$ cat src/hdl/amt_defines.svh
// Constants for the acquisition memory pattern test
`ifndef AMT_DEFINES_SVH
`define AMT_DEFINES_SVH
`define AMT_PAT_0       8'h0A
`define AMT_PAT_1       8'h01
`define AMT_PAT_2       8'h0C
`define AMT_NIBBLE_MASK 8'h0F
`define AMT_READ_PORT   8'h04
`define AMT_SEL_PORT    8'h07
`define AMT_PASS_STEPS  12'd2056
`define AMT_ZERO_STEPS  3'd7
`define AMT_STAGE_STEPS 3'd7
`define AMT_WE_OFF      8'hFF
`define AMT_LOCS        9'd256
`define AMT_PTR_RESET   8'hFF
`endif

$ cat src/hdl/amt_pkg.sv
// Types for the acquisition memory pattern test
package amt_pkg;
    typedef enum logic [2:0] {
        AMT_IDLE  = 3'b000,
        AMT_WRITE = 3'b001,
        AMT_WEOFF = 3'b010,
        AMT_ZERO  = 3'b011,
        AMT_READ  = 3'b100,
        AMT_CHECK = 3'b101,
        AMT_FAIL  = 3'b110,
        AMT_PASS  = 3'b111
    } amt_state_t;
    typedef enum logic [1:0] {
        AMT_FAULT_NONE = 2'b00,
        AMT_FAULT_PTR  = 2'b01,
        AMT_FAULT_RAM  = 2'b10
    } amt_fault_t;
endpackage : amt_pkg

$ cat src/hdl/amt_link_if.sv
// Interface joining the memory under test and the diagnostic sequencer
interface amt_link_if;
    logic       step;
    logic       load_ptr;
    logic [7:0] ptr_val;
    logic       we_all_ones;
    logic [7:0] bank_sel_n;
    logic [7:0] wr_data;
    logic [7:0] rd_data;
    logic       phase_clock_zero;
    logic       phase_clock_two;
    logic       phase_clock_four;
    logic       phase_clock_six;
    modport mem (input step, load_ptr, ptr_val, we_all_ones, bank_sel_n,
                 wr_data, output rd_data, phase_clock_zero,
                 phase_clock_two, phase_clock_four, phase_clock_six);
    modport ctl (output step, load_ptr, ptr_val, we_all_ones, bank_sel_n,
                 wr_data, input rd_data, phase_clock_zero,
                 phase_clock_two, phase_clock_four, phase_clock_six);
endinterface : amt_link_if

$ cat src/hdl/amt_sequencer.sv
// Diagnostic sequencer: three-pass address-independence test
module amt_sequencer (
    // Clock and reset
    input  wire logic               mclk,
    input  wire logic               rst_b,
    // Link to memory
    amt_link_if.ctl                 lnk,
    // User control
    input  wire logic               start,
    output logic                    busy,
    output logic                    done,
    output logic                    fail,
    // Failure report
    output logic [7:0]              rpt_port,
    output logic [7:0]              rpt_loc,
    output logic [1:0]              rpt_pass,
    output logic [2:0]              rpt_bank,
    output logic [7:0]              rpt_expected,
    output logic [7:0]              rpt_actual,
    output amt_pkg::amt_fault_t     rpt_fault
);
    import amt_pkg::*;
    `include "amt_defines.svh"

    // -----------------------------------------------------------------
    // Pattern helper
    // -----------------------------------------------------------------
    // Pattern index steps up one per bank and per pass, and down one
    // per location, so neighbouring cells never hold the same value
    function automatic logic [7:0] pat(input logic [1:0] p,
                                       input logic [7:0] loc,
                                       input logic [2:0] b);
        logic [3:0] k;
        k = 4'(({2'b00, p} + 4'(b % 3'd3) + 4'((loc % 8'd3) << 1)) % 4'd3);
        case (k)
            4'd0:    pat = `AMT_PAT_0;
            4'd1:    pat = `AMT_PAT_1;
            default: pat = `AMT_PAT_2;
        endcase
    endfunction : pat

    // -----------------------------------------------------------------
    // State
    // -----------------------------------------------------------------
    // cnt_q counts steps of a write pass or zeroing run; wait_q splits
    // a read into pointer load and registered readback
    amt_state_t st_q;
    logic [11:0] cnt_q;
    logic [1:0]  pass_q;
    logic [7:0]  loc_q;
    logic [2:0]  bank_q;
    logic        wait_q;
    logic [7:0]  wr_loc_q;
    logic [2:0]  wr_bank_q;

    // Expected value rebuilt from pass, location and bank indices
    wire [7:0] exp_w   = pat(pass_q, loc_q, bank_q);
    wire [7:0] act_w   = lnk.rd_data & `AMT_NIBBLE_MASK;
    wire       valid_w = (act_w == `AMT_PAT_0) || (act_w == `AMT_PAT_1) ||
                         (act_w == `AMT_PAT_2);

    // -----------------------------------------------------------------
    // Link drive
    // -----------------------------------------------------------------
    // Steps only while writing or zeroing; all banks selected for writes
    assign lnk.step        = (st_q == AMT_WRITE) || (st_q == AMT_ZERO);
    assign lnk.load_ptr    = (st_q == AMT_READ) && !wait_q;
    assign lnk.ptr_val     = loc_q;
    assign lnk.we_all_ones = (st_q != AMT_WRITE);
    assign lnk.bank_sel_n  = (st_q == AMT_WRITE) ? 8'h00 :
                             ~(8'h01 << bank_q);
    assign lnk.wr_data     = pat(pass_q, wr_loc_q, wr_bank_q);

    // Status straight from state; done and fail hold until a new start
    assign busy = (st_q != AMT_IDLE) && (st_q != AMT_FAIL) &&
                  (st_q != AMT_PASS);
    assign done = (st_q == AMT_PASS) || (st_q == AMT_FAIL);
    assign fail = (st_q == AMT_FAIL);

    // -----------------------------------------------------------------
    // Main sequence
    // -----------------------------------------------------------------
    // A pass is 2056 write steps, one settle cycle, seven zeroing steps,
    // then three cycles for each bank at each location. The first
    // mismatch ends the run, so the report names the earliest one.
    always_ff @(posedge mclk or negedge rst_b) begin
        if (!rst_b) begin
            st_q      <= AMT_IDLE;
            cnt_q     <= 12'd0;
            pass_q    <= 2'd0;
            loc_q     <= 8'h00;
            bank_q    <= 3'd0;
            wait_q    <= 1'b0;
            wr_loc_q  <= 8'h00;
            wr_bank_q <= 3'd0;
            rpt_port     <= 8'h00;
            rpt_loc      <= 8'h00;
            rpt_pass     <= 2'd0;
            rpt_bank     <= 3'd0;
            rpt_expected <= 8'h00;
            rpt_actual   <= 8'h00;
            rpt_fault    <= AMT_FAULT_NONE;
        end else begin
            case (st_q)
                AMT_IDLE, AMT_PASS, AMT_FAIL: begin
                    // Report fields stay put until the next start
                    if (start) begin
                        st_q      <= AMT_WRITE;
                        pass_q    <= 2'd0;
                        cnt_q     <= 12'd0;
                        wr_loc_q  <= 8'h00;
                        wr_bank_q <= 3'd0;
                        rpt_fault <= AMT_FAULT_NONE;
                    end
                end
                AMT_WRITE: begin
                    // Bank index runs fastest, in step with staging phase
                    cnt_q     <= cnt_q + 12'd1;
                    wr_bank_q <= wr_bank_q + 3'd1;
                    if (wr_bank_q == 3'd7) begin
                        wr_loc_q <= wr_loc_q + 8'h01;
                    end
                    if (cnt_q == `AMT_PASS_STEPS - 12'd1) begin
                        st_q <= AMT_WEOFF;
                    end
                end
                AMT_WEOFF: begin
                    // One cycle for the write enables to settle high
                    st_q  <= AMT_ZERO;
                    cnt_q <= 12'd0;
                end
                AMT_ZERO: begin
                    // Seven steps walk the even phases that clear pointers
                    cnt_q <= cnt_q + 12'd1;
                    if (cnt_q == 12'(`AMT_ZERO_STEPS) - 12'd1) begin
                        st_q   <= AMT_READ;
                        loc_q  <= 8'h00;
                        bank_q <= 3'd0;
                        wait_q <= 1'b0;
                    end
                end
                AMT_READ: begin
                    // Two cycles: load pointer, then registered readback
                    wait_q <= ~wait_q;
                    if (wait_q) begin
                        st_q <= AMT_CHECK;
                    end
                end
                AMT_CHECK: begin
                    // Banks advance first, then locations, then passes
                    wait_q <= 1'b0;
                    if (act_w != exp_w) begin
                        // Latch the whole report at the first failure
                        st_q         <= AMT_FAIL;
                        rpt_port     <= `AMT_READ_PORT;
                        rpt_loc      <= loc_q;
                        rpt_pass     <= pass_q;
                        rpt_bank     <= bank_q;
                        rpt_expected <= exp_w;
                        rpt_actual   <= act_w;
                        // Location 0 faults stay unclassified
                        if (loc_q == 8'h00) begin
                            rpt_fault <= AMT_FAULT_NONE;
                        end else if (valid_w) begin
                            rpt_fault <= AMT_FAULT_PTR;
                        end else begin
                            rpt_fault <= AMT_FAULT_RAM;
                        end
                    end else if (bank_q != 3'd7) begin
                        bank_q <= bank_q + 3'd1;
                        st_q   <= AMT_READ;
                    end else if (loc_q != 8'hFF) begin
                        bank_q <= 3'd0;
                        loc_q  <= loc_q + 8'h01;
                        st_q   <= AMT_READ;
                    end else if (pass_q != 2'd2) begin
                        pass_q    <= pass_q + 2'd1;
                        cnt_q     <= 12'd0;
                        wr_loc_q  <= 8'h00;
                        wr_bank_q <= 3'd0;
                        bank_q    <= 3'd0;
                        st_q      <= AMT_WRITE;
                    end else begin
                        st_q <= AMT_PASS;
                    end
                end
                default: st_q <= AMT_IDLE;
            endcase
        end
    end
endmodule : amt_sequencer

$ cat src/flat_wrapper.sv
// flat-port wrapper written by rule: the top's interface ports become plain ports
module amt_sequencer_flat import amt_pkg::*;
  (mclk, rst_b, start, busy, done, fail, rpt_port, rpt_loc, rpt_pass, rpt_bank, rpt_expected, rpt_actual, rpt_fault, lnk_step, lnk_load_ptr, lnk_ptr_val, lnk_we_all_ones, lnk_bank_sel_n, lnk_wr_data, lnk_rd_data, lnk_phase_clock_zero, lnk_phase_clock_two, lnk_phase_clock_four, lnk_phase_clock_six);
  amt_link_if lnk_i ();
  input  wire logic mclk;
  input  wire logic rst_b;
  input  wire logic start;
  output logic busy;
  output logic done;
  output logic fail;
  output logic [7:0] rpt_port;
  output logic [7:0] rpt_loc;
  output logic [1:0] rpt_pass;
  output logic [2:0] rpt_bank;
  output logic [7:0] rpt_expected;
  output logic [7:0] rpt_actual;
  output amt_pkg::amt_fault_t rpt_fault;
  output wire logic [$bits(lnk_i.step)-1:0] lnk_step;
  output wire logic [$bits(lnk_i.load_ptr)-1:0] lnk_load_ptr;
  output wire logic [$bits(lnk_i.ptr_val)-1:0] lnk_ptr_val;
  output wire logic [$bits(lnk_i.we_all_ones)-1:0] lnk_we_all_ones;
  output wire logic [$bits(lnk_i.bank_sel_n)-1:0] lnk_bank_sel_n;
  output wire logic [$bits(lnk_i.wr_data)-1:0] lnk_wr_data;
  input wire logic [$bits(lnk_i.rd_data)-1:0] lnk_rd_data;
  input wire logic [$bits(lnk_i.phase_clock_zero)-1:0] lnk_phase_clock_zero;
  input wire logic [$bits(lnk_i.phase_clock_two)-1:0] lnk_phase_clock_two;
  input wire logic [$bits(lnk_i.phase_clock_four)-1:0] lnk_phase_clock_four;
  input wire logic [$bits(lnk_i.phase_clock_six)-1:0] lnk_phase_clock_six;
  assign lnk_step = lnk_i.step;
  assign lnk_load_ptr = lnk_i.load_ptr;
  assign lnk_ptr_val = lnk_i.ptr_val;
  assign lnk_we_all_ones = lnk_i.we_all_ones;
  assign lnk_bank_sel_n = lnk_i.bank_sel_n;
  assign lnk_wr_data = lnk_i.wr_data;
  assign lnk_i.rd_data = lnk_rd_data;
  assign lnk_i.phase_clock_zero = lnk_phase_clock_zero;
  assign lnk_i.phase_clock_two = lnk_phase_clock_two;
  assign lnk_i.phase_clock_four = lnk_phase_clock_four;
  assign lnk_i.phase_clock_six = lnk_phase_clock_six;
  amt_sequencer u_core (.mclk(mclk), .rst_b(rst_b), .lnk(lnk_i), .start(start), .busy(busy), .done(done), .fail(fail), .rpt_port(rpt_port), .rpt_loc(rpt_loc), .rpt_pass(rpt_pass), .rpt_bank(rpt_bank), .rpt_expected(rpt_expected), .rpt_actual(rpt_actual), .rpt_fault(rpt_fault));
endmodule
$ cat config.mk
export PLATFORM = sky130hd
export DESIGN_NAME = amt_sequencer_flat
export DESIGN_NICKNAME = d
export VERILOG_FILES = /design/src/hdl/amt_pkg.sv /design/src/hdl/amt_link_if.sv /design/src/hdl/amt_sequencer.sv /design/src/flat_wrapper.sv
export VERILOG_INCLUDE_DIRS = /design/src /design/src/hdl
export SDC_FILE = /design/constraint.sdc
export NUM_CORES = 1
export LEC_CHECK = 0
export ABC_AREA = 1
export BUFFER_PORTS_ARGS = -buffer_cell sky130_fd_sc_hd__buf_2
export CORE_UTILIZATION = 62
export DETAILED_ROUTE_END_ITERATION = 16
export PLACE_DENSITY = 0.92
export SYNTH_ARGS = -nofsm -noshare
export SYNTH_HDL_FRONTEND = slang
export SYNTH_SLANG_ARGS = --single-unit
$ cat constraint.sdc
create_clock -name mclk -period 18.1 [get_ports mclk]
set_input_delay 0 -clock mclk [delete_from_list [all_inputs] [get_ports mclk]]
set_output_delay 0 -clock mclk [all_outputs]
set_load 0.005 [all_outputs]
==> results of run 1 <==
power groups by stage:
stage	clock, W	combinational [W]	sequential (W)
after global placement	0	0.0000105	0.000146
after global routing	0.000137	0.0000137	0.000143
after CTS	0.000131	0.0000119	0.000143
after detailed placement	0	0.0000111	0.000146
after floorplan	0	0.00000853	0.000146
final	0.000131	0.0000119	0.000143
kinds of logic (layout without fill, tap and decap cells):
group                      after synthesis  count (layout)  share of synthesized area
AOI/OAI and AO/OA                       81              81                     0.0870
xor gates and xnor gates                26              26                     0.0434
adders and majority gates               43              43                      0.108
buffers and inverters                  145             190                      0.121
DFF                                     64              64                      0.305
muxes                                    3               3                    0.00644
other                                    1              19                   0.000714
and+or+nand+nor                        383             383                      0.328
final timing paths:
kind                                        from                    end  depth (start not counted)  slack (ns)
hold reg to reg               u_core.rpt_port[2]     u_core.rpt_port[2]                          1        0.47
setup / recovery           u_core.lnk.ptr_val[7]        u_core.cnt_q[4]                         45       10.50
setup reg to reg           u_core.lnk.ptr_val[7]        u_core.cnt_q[4]                         45       10.50
max in group asynchronous                  rst_b  u_core.lnk.ptr_val[5]                          3       17.21
min in group asynchronous                  rst_b        u_core.cnt_q[6]                          3        0.33
hold / removal                    lnk_rd_data[1]   u_core.rpt_actual[1]                          3        0.02
cell type report:
class / instances / area share
inverters: 113 / 0.0735
repair buffers: 61 / 0.0568
well taps: 105 / 0.0228
flip-flops and latches: 64 / 0.278
multi-input cells: 555 / 0.534
clock inverters: 7 / 0.0139
clock buffers: 9 / 0.0215
state kept, by name, summed over array words and instances, names as in the netlist, 3 cells and up:
name	flops
u_core.cnt_q	12
u_core.rpt_expected	4
u_core.st_q	3
u_core.lnk.ptr_val	8
u_core.rpt_bank	3
u_core.bank_q	3
u_core.wr_loc_q	8
u_core.rpt_loc	8
u_core.wr_bank_q	3
u_core.rpt_actual	4
per-layer routing:
metal	vias to the layer above	GRT usage	routed length, um
met5	-	0	0
met4	0	0.122	330
met3	39	0.0469	683
met1	2440	0.362	5080
li1	2478	-	-
met2	208	0.526	6270
worst max-delay path: cells and delay by family (launching register included):
kind	cells	cell delay, ns
adder cells (fa/ha/maj)	8	2.11
buffers and inverters	7	0.69
flip-flops	1	0.48
AND/OR/NAND/NOR	23	2.93
AO/OA/AOI/OAI	3	0.37
XOR/XNOR	4	0.87
metrics by stage:
stage	instances	power, W	area, um^2
after floorplan	764	0.000155	5320
after global placement	894	0.000157	5530
after detailed placement	894	0.000157	5530
after CTS	914	0.000286	5770
after global routing	914	0.000295	5770
final	914	0.000286	5770
placed cells by master (no fill, tap or decap), drive strengths merged:
cell         synthesis  routed
a21oi               11      11
clkbuf               5       9
o21a                 1       1
dlygate4sd3          0       4
xor2                21      21
conb                 1      19
o21bai               1       1
inv                113     115
ha                  39      39
o2111ai              1       1
clkinvlp             0       1
a22oi                1       1
nor2                68      68
dfrtp               64      64
o41ai                1       1
nand3               56      56
nand2              208     208
bufinv               0       1
clkinv               0       3
fa                   4       4
nand3b               3       3
buf                 27      57
a31oi                1       1
a21o                 2       2
o31ai                2       2
nor4                 5       5
or2                  3       3
nand4               27      27
nor3                11      11
nor3b                2       2
o211ai               1       1
xnor2                5       5
o221ai               1       1
mux2                 3       3
o21ai               58      58
==> impl_metrics.yaml, run 1 <==
timing:
  finalSetupTns_ns: 0
  setup_slack_ns: 10.50
  post-route-period-util: 0.420
  slew_headroom: 0.400
  timing_hold_violations_final: 0
  finalCriticalPeriod_ns: 7.60
  setup_viol: 0
  fmax_ghz: 0.132
  rsz0062_at_grt: "no"
  fin_skew_ns: 0.00829
  slew_viol_final: 0
  worst_pin_slew_ns: 0.897
  holdWs_ns: 0.0177
die:
  die_y_um: 94.0
  coreArea_um2: 8220
  dieArea_um2: 8840
  io_pins: 84
  die_w_um: 94.0
  rows: 33
  start_util: 0.639
detailed_routing:
  finalWirelength_um: 12400
  via_per_inst: 5.65
  vias: 5165
  wl_per_cell_um: 13.5
  drt_first_pass_iters: 5
  drc: 0
  drtAntennaViolNets: 0
  first_iter_violations: 405
logic_synthesis:
  yosysTopAreaCell: "dfrtp_1"
  yosysMostFrequentCell: "nand2_1"
  postSynthCellCount: 746
  synth_top_cells_by_area: "dfrtp_1 31%, nand2_1 14%, ha_1 9.3%"
  seq_area_frac_synth: 0.305
  yosys.cell_types.count: 47
  synth-seq-cells: 64
  postSynth.asyncResetShare: 1.00
  yosys_warnings: 0
  syn_area_um2: 5250
  synth_top_area_share: 0.305
  avgSynthCellArea_um2: 7.04
  synth-main-ff-cell: "dfrtp_1"
  synth_edf_count: 0
  synth_common_cells: "197 x nand2_1, 105 x inv_1, 64 x dfrtp_1, 64 x nor2_1, 52 x nand3_1"
power:
  p_clk_frac: 0.458
  switchingPower_w: 0.0000744
  ir_worst_vdd_uv: 33.9
  intPower_w: 0.000212
  p_leak_nw: 3.26
  p_comb_frac: 0.041
  power.density_nw_per_um2: 49.6
  swShare: 0.260
  seq_power_share: 0.501
placement:
  dp_slack_ns: 10.60
  dp_hpwl_um: 9010
  place.gp.congestion: 0.882
  portBuffers: 56
cts:
  postCtsSetupBuffers: 0
  root_buffer: "clkbuf_8"
  ctsResizeCount: 0
  cts_buffer_depth: 2
  cts_made_buffers: 9
  clk_latency_ns: 0.35
  hold_buffers: 4
  clk_pin_slew_ns: 0.08
  clkSinkCount: 64
  cts_max_level: 3
  cts_tree: "yes"
setup_path:
  crit_path_frequent_cell: "nand2_1"
  crit_required_ns: 18.34
  cp-start-kind: "register"
  critPathCaptureType: "register"
  path_class: "register to register"
  critPathArrivalTime_ns: 7.84
  cpPeakStageDelay_ns: 0.48
  crit_path_top_delay_cell: "dfrtp_1"
  cp_max_fo: 43
global_route:
  grt_max_degree: 65
  grt_pass1_vias: 4710
  grt_use_total: 0.299
  antenna_found_initial: 0
  grt.overflow.total: 0
  grt_pass1_wl_um: 20900
min_path:
  hold_path_class: "input port to register"
layout:
  multi_input_area_um2: 3080
  drive_gt1_frac: 0.140
  fillers: 618
  seq_area_um2: 1600
  final_nets: 862
  area_growth_pct: 9.94
  antenna_cells: 0
  fin_util: 0.702
status:
  status: "complete, no violations"
run:
  maxCapViolCount: 0
No activity file was read; power rests on OpenSTA's default activity.
==> run 2, diff against run 1 <==
ABC_AREA = 0   (was 1)
CORE_UTILIZATION = 59   (was 62)
PLACE_DENSITY = 0.88   (was 0.92)
clock period = 7 ns   (was 18.1 ns; I/O delays follow)
==> run 2 against run 1 <==
The flow now finishes with violations (negative setup slack). Count of clock-buffer cells in the layout did not move. Maximum frequency fell by 2.4%. Critical path depth decreased by 9. Clock skew up 0.0066 ns. Utilization rose by 14 points. Worst setup slack got worse by 11 ns. Via count rose by 23%. Routed wire length is 69% higher. First-iteration DRC count increased by 79%. Critical path type unchanged.
==> impl_metrics.yaml, run 2 <==
setup_path:
  cpPeakStageDelay_ns: 0.55
  critPathArrivalTime_ns: 8.03
  crit_path_top_delay_cell: "or4b_4"
  cp-start-kind: "register"
  ff2ff_setup_slack_ns: -0.78
  path_class: "register to register"
  critPathCaptureType: "register"
  r2r_cells: 36
  cp_max_fo: 8
  rr_endpoint: "u_core.wr_loc_q[3]"
  crit_required_ns: 7.25
  r2r_start: "u_core.lnk.ptr_val[4]"
detailed_routing:
  drtAntennaViolNets: 0
  vias: 6360
  finalWirelength_um: 20900
  wl_per_cell_um: 22.3
  wirelength_met1_um: 7400
  dr_wl_met2_um: 10100
  routed.top_layer: "met4"
  via_per_inst: 6.78
  wl_met3_um: 2010
  drt_first_pass_iters: 6
  first_iter_violations: 725
  drc: 0
timing:
  slew_headroom: 0.0466
  timing_hold_violations_final: 0
  fmax_ghz: 0.128
  setup_viol: 64
  worst_pin_slew_ns: 1.42
  post-route-period-util: 1.11
  finalSetupTns_ns: -42.16
  rsz0062_at_grt: "yes"
  fin_skew_ns: 0.0149
  setup_slack_ns: -0.784
  slew_viol_final: 0
  finalCriticalPeriod_ns: 7.78
global_route:
  antenna_found_initial: 0
  grt_pass1_vias: 5789
  grt_max_degree: 65
  grt_pass1_wl_um: 28100
  grt_use_total: 0.355
  grt.overflow.total: 0
logic_synthesis:
  synth_top_area_share: 0.279
  synth_edf_count: 0
  postSynth.asyncResetShare: 1.00
  yosys.cell_types.count: 86
  synth_common_cells: "64 x dfrtp_1, 52 x nor2_1, 47 x nand2_1, 39 x ha_1, 38 x inv_1"
  seq_area_frac_synth: 0.279
  syn_area_um2: 5740
  synth-main-ff-cell: "dfrtp_1"
  postSynthCellCount: 661
  synth-seq-cells: 64
  avgSynthCellArea_um2: 8.68
  synth_top_cells_by_area: "dfrtp_1 28%, ha_1 8.5%, mux2_2 4.3%"
  yosysMostFrequentCell: "dfrtp_1"
  yosysTopAreaCell: "dfrtp_1"
  yosys_warnings: 0
min_path:
  min_path_cells: 3
  min_delay_worst_endpoint: "u_core.rpt_fault[1]"
  hold_path_class: "input port to register"
  min_from: "start"
layout:
  fillers: 449
  area_growth_pct: 37.5
  fin_util: 0.846
  drive_gt1_frac: 0.428
  final_common_cell: "buf_4"
  antenna_cells: 0
  regMostFlops: "u_core.cnt_q"
  final_cell_mix: "91 x buf_4, 56 x buf_2, 54 x dfrtp_1"
  largest_register_ffs: 12
  final_nets: 862
die:
  io_pins: 84
  start_util: 0.615
  dieArea_um2: 10100
  die_w_um: 101
  rows: 35
  die_y_um: 101
  coreArea_um2: 9330
placement:
  dp_slack_ns: -0.508
  place.gp.congestion: 0.889
  portBuffers: 56
  dp_hpwl_um: 10700
cts:
  cts_max_level: 3
  clk_pin_slew_ns: 0.08
  cts_made_buffers: 9
  root_buffer: "clkbuf_8"
  clkSinkCount: 64
  clk_latency_ns: 0.37
  cts_buffer_depth: 2
  cts_tree: "yes"
run:
  maxCapViolCount: 0
status:
  status: "complete, but fails checks"
  violations: "negative setup slack"
## run 2: changes by cell type after synthesis, sizes merged, moves of 20 or more
cell,delta
nand3,-29
nand4,-22
a21oi,+21
nand2,-160
o21ai,-20
inv,-74
## run 2: timing repair
item,CTS,global route
cloned,2,0
gates resized for setup,72,81
endpoints found under the setup margin,67,67
hold buffers,5,0
pin swaps,37,29
endpoints found under the hold margin,68,0
buffers inserted,30,18
## run 2: metal layers
metal	vias up	track usage
li1	2635	-
met1	2986	0.428
met2	556	0.607
met5	-	0
met4	0	0.178
met3	183	0.0680
## run 2: through the flow
step / instance area, um^2 / cells / hold slack (ns)
floorplan: 6120 / 679 / -0.296
finish: 7890 / 938 / 0.160
CTS: 7410 / 921 / 0.118
detailed placement: 6630 / 868 / 0.236
global placement: 6630 / 868 / 0.221
global route: 7890 / 938 / 0.174
## run 2: cell type report
cell class	count	area [um^2]	area share
multi-input cells	523	4590	0.581
flip-flops and latches	64	1610	0.205
repair buffers	167	1200	0.152
well taps	129	161	0.0205
inverters	39	149	0.0189
clock buffers	9	124	0.0157
clock inverters	7	55.1	0.00698
## run 2: cells by family after synthesis
kind of cell               share of synthesized area
and+or+nand+nor                                0.226
AOI/OAI and AO/OA                              0.209
buffers and inverters                         0.0837
DFF                                            0.279
adders and majority gates                     0.0990
muxes                                         0.0606
xor gates and xnor gates                      0.0427
other                                       0.000653
## run 2: worst max path at each step
stage | cells after the start | end | slack, ns | start
final | 36 | u_core.wr_loc_q[3] | -0.78 | u_core.lnk.ptr_val[4]
after global routing | 37 | u_core.wr_loc_q[3] | -1.12 | u_core.lnk.ptr_val[7]
after CTS | 34 | u_core.rpt_loc[2] | -0.30 | u_core.lnk.ptr_val[5]
after detailed placement | 37 | u_core.rpt_fault[0] | -0.51 | u_core.lnk.ptr_val[7]
after global placement | 37 | u_core.rpt_fault[0] | -0.15 | u_core.lnk.ptr_val[7]
after floorplan | 37 | u_core.rpt_actual[3] | -0.31 | u_core.lnk.ptr_val[7]
## run 2: critical path, delay by kind of cell (launching register included)
kind	cells	cell delay [ns]
AO/OA/AOI/OAI	10	2.06
AND/OR/NAND/NOR	10	2.11
adder cells (fa/ha/maj)	6	1.52
flip-flops	1	0.49
buffers and inverters	6	0.85
XOR/XNOR	4	0.62
Power of run 2 is not shown: default switching activity piles up to over one toggle a cycle in this logic, so the estimate is an artifact.
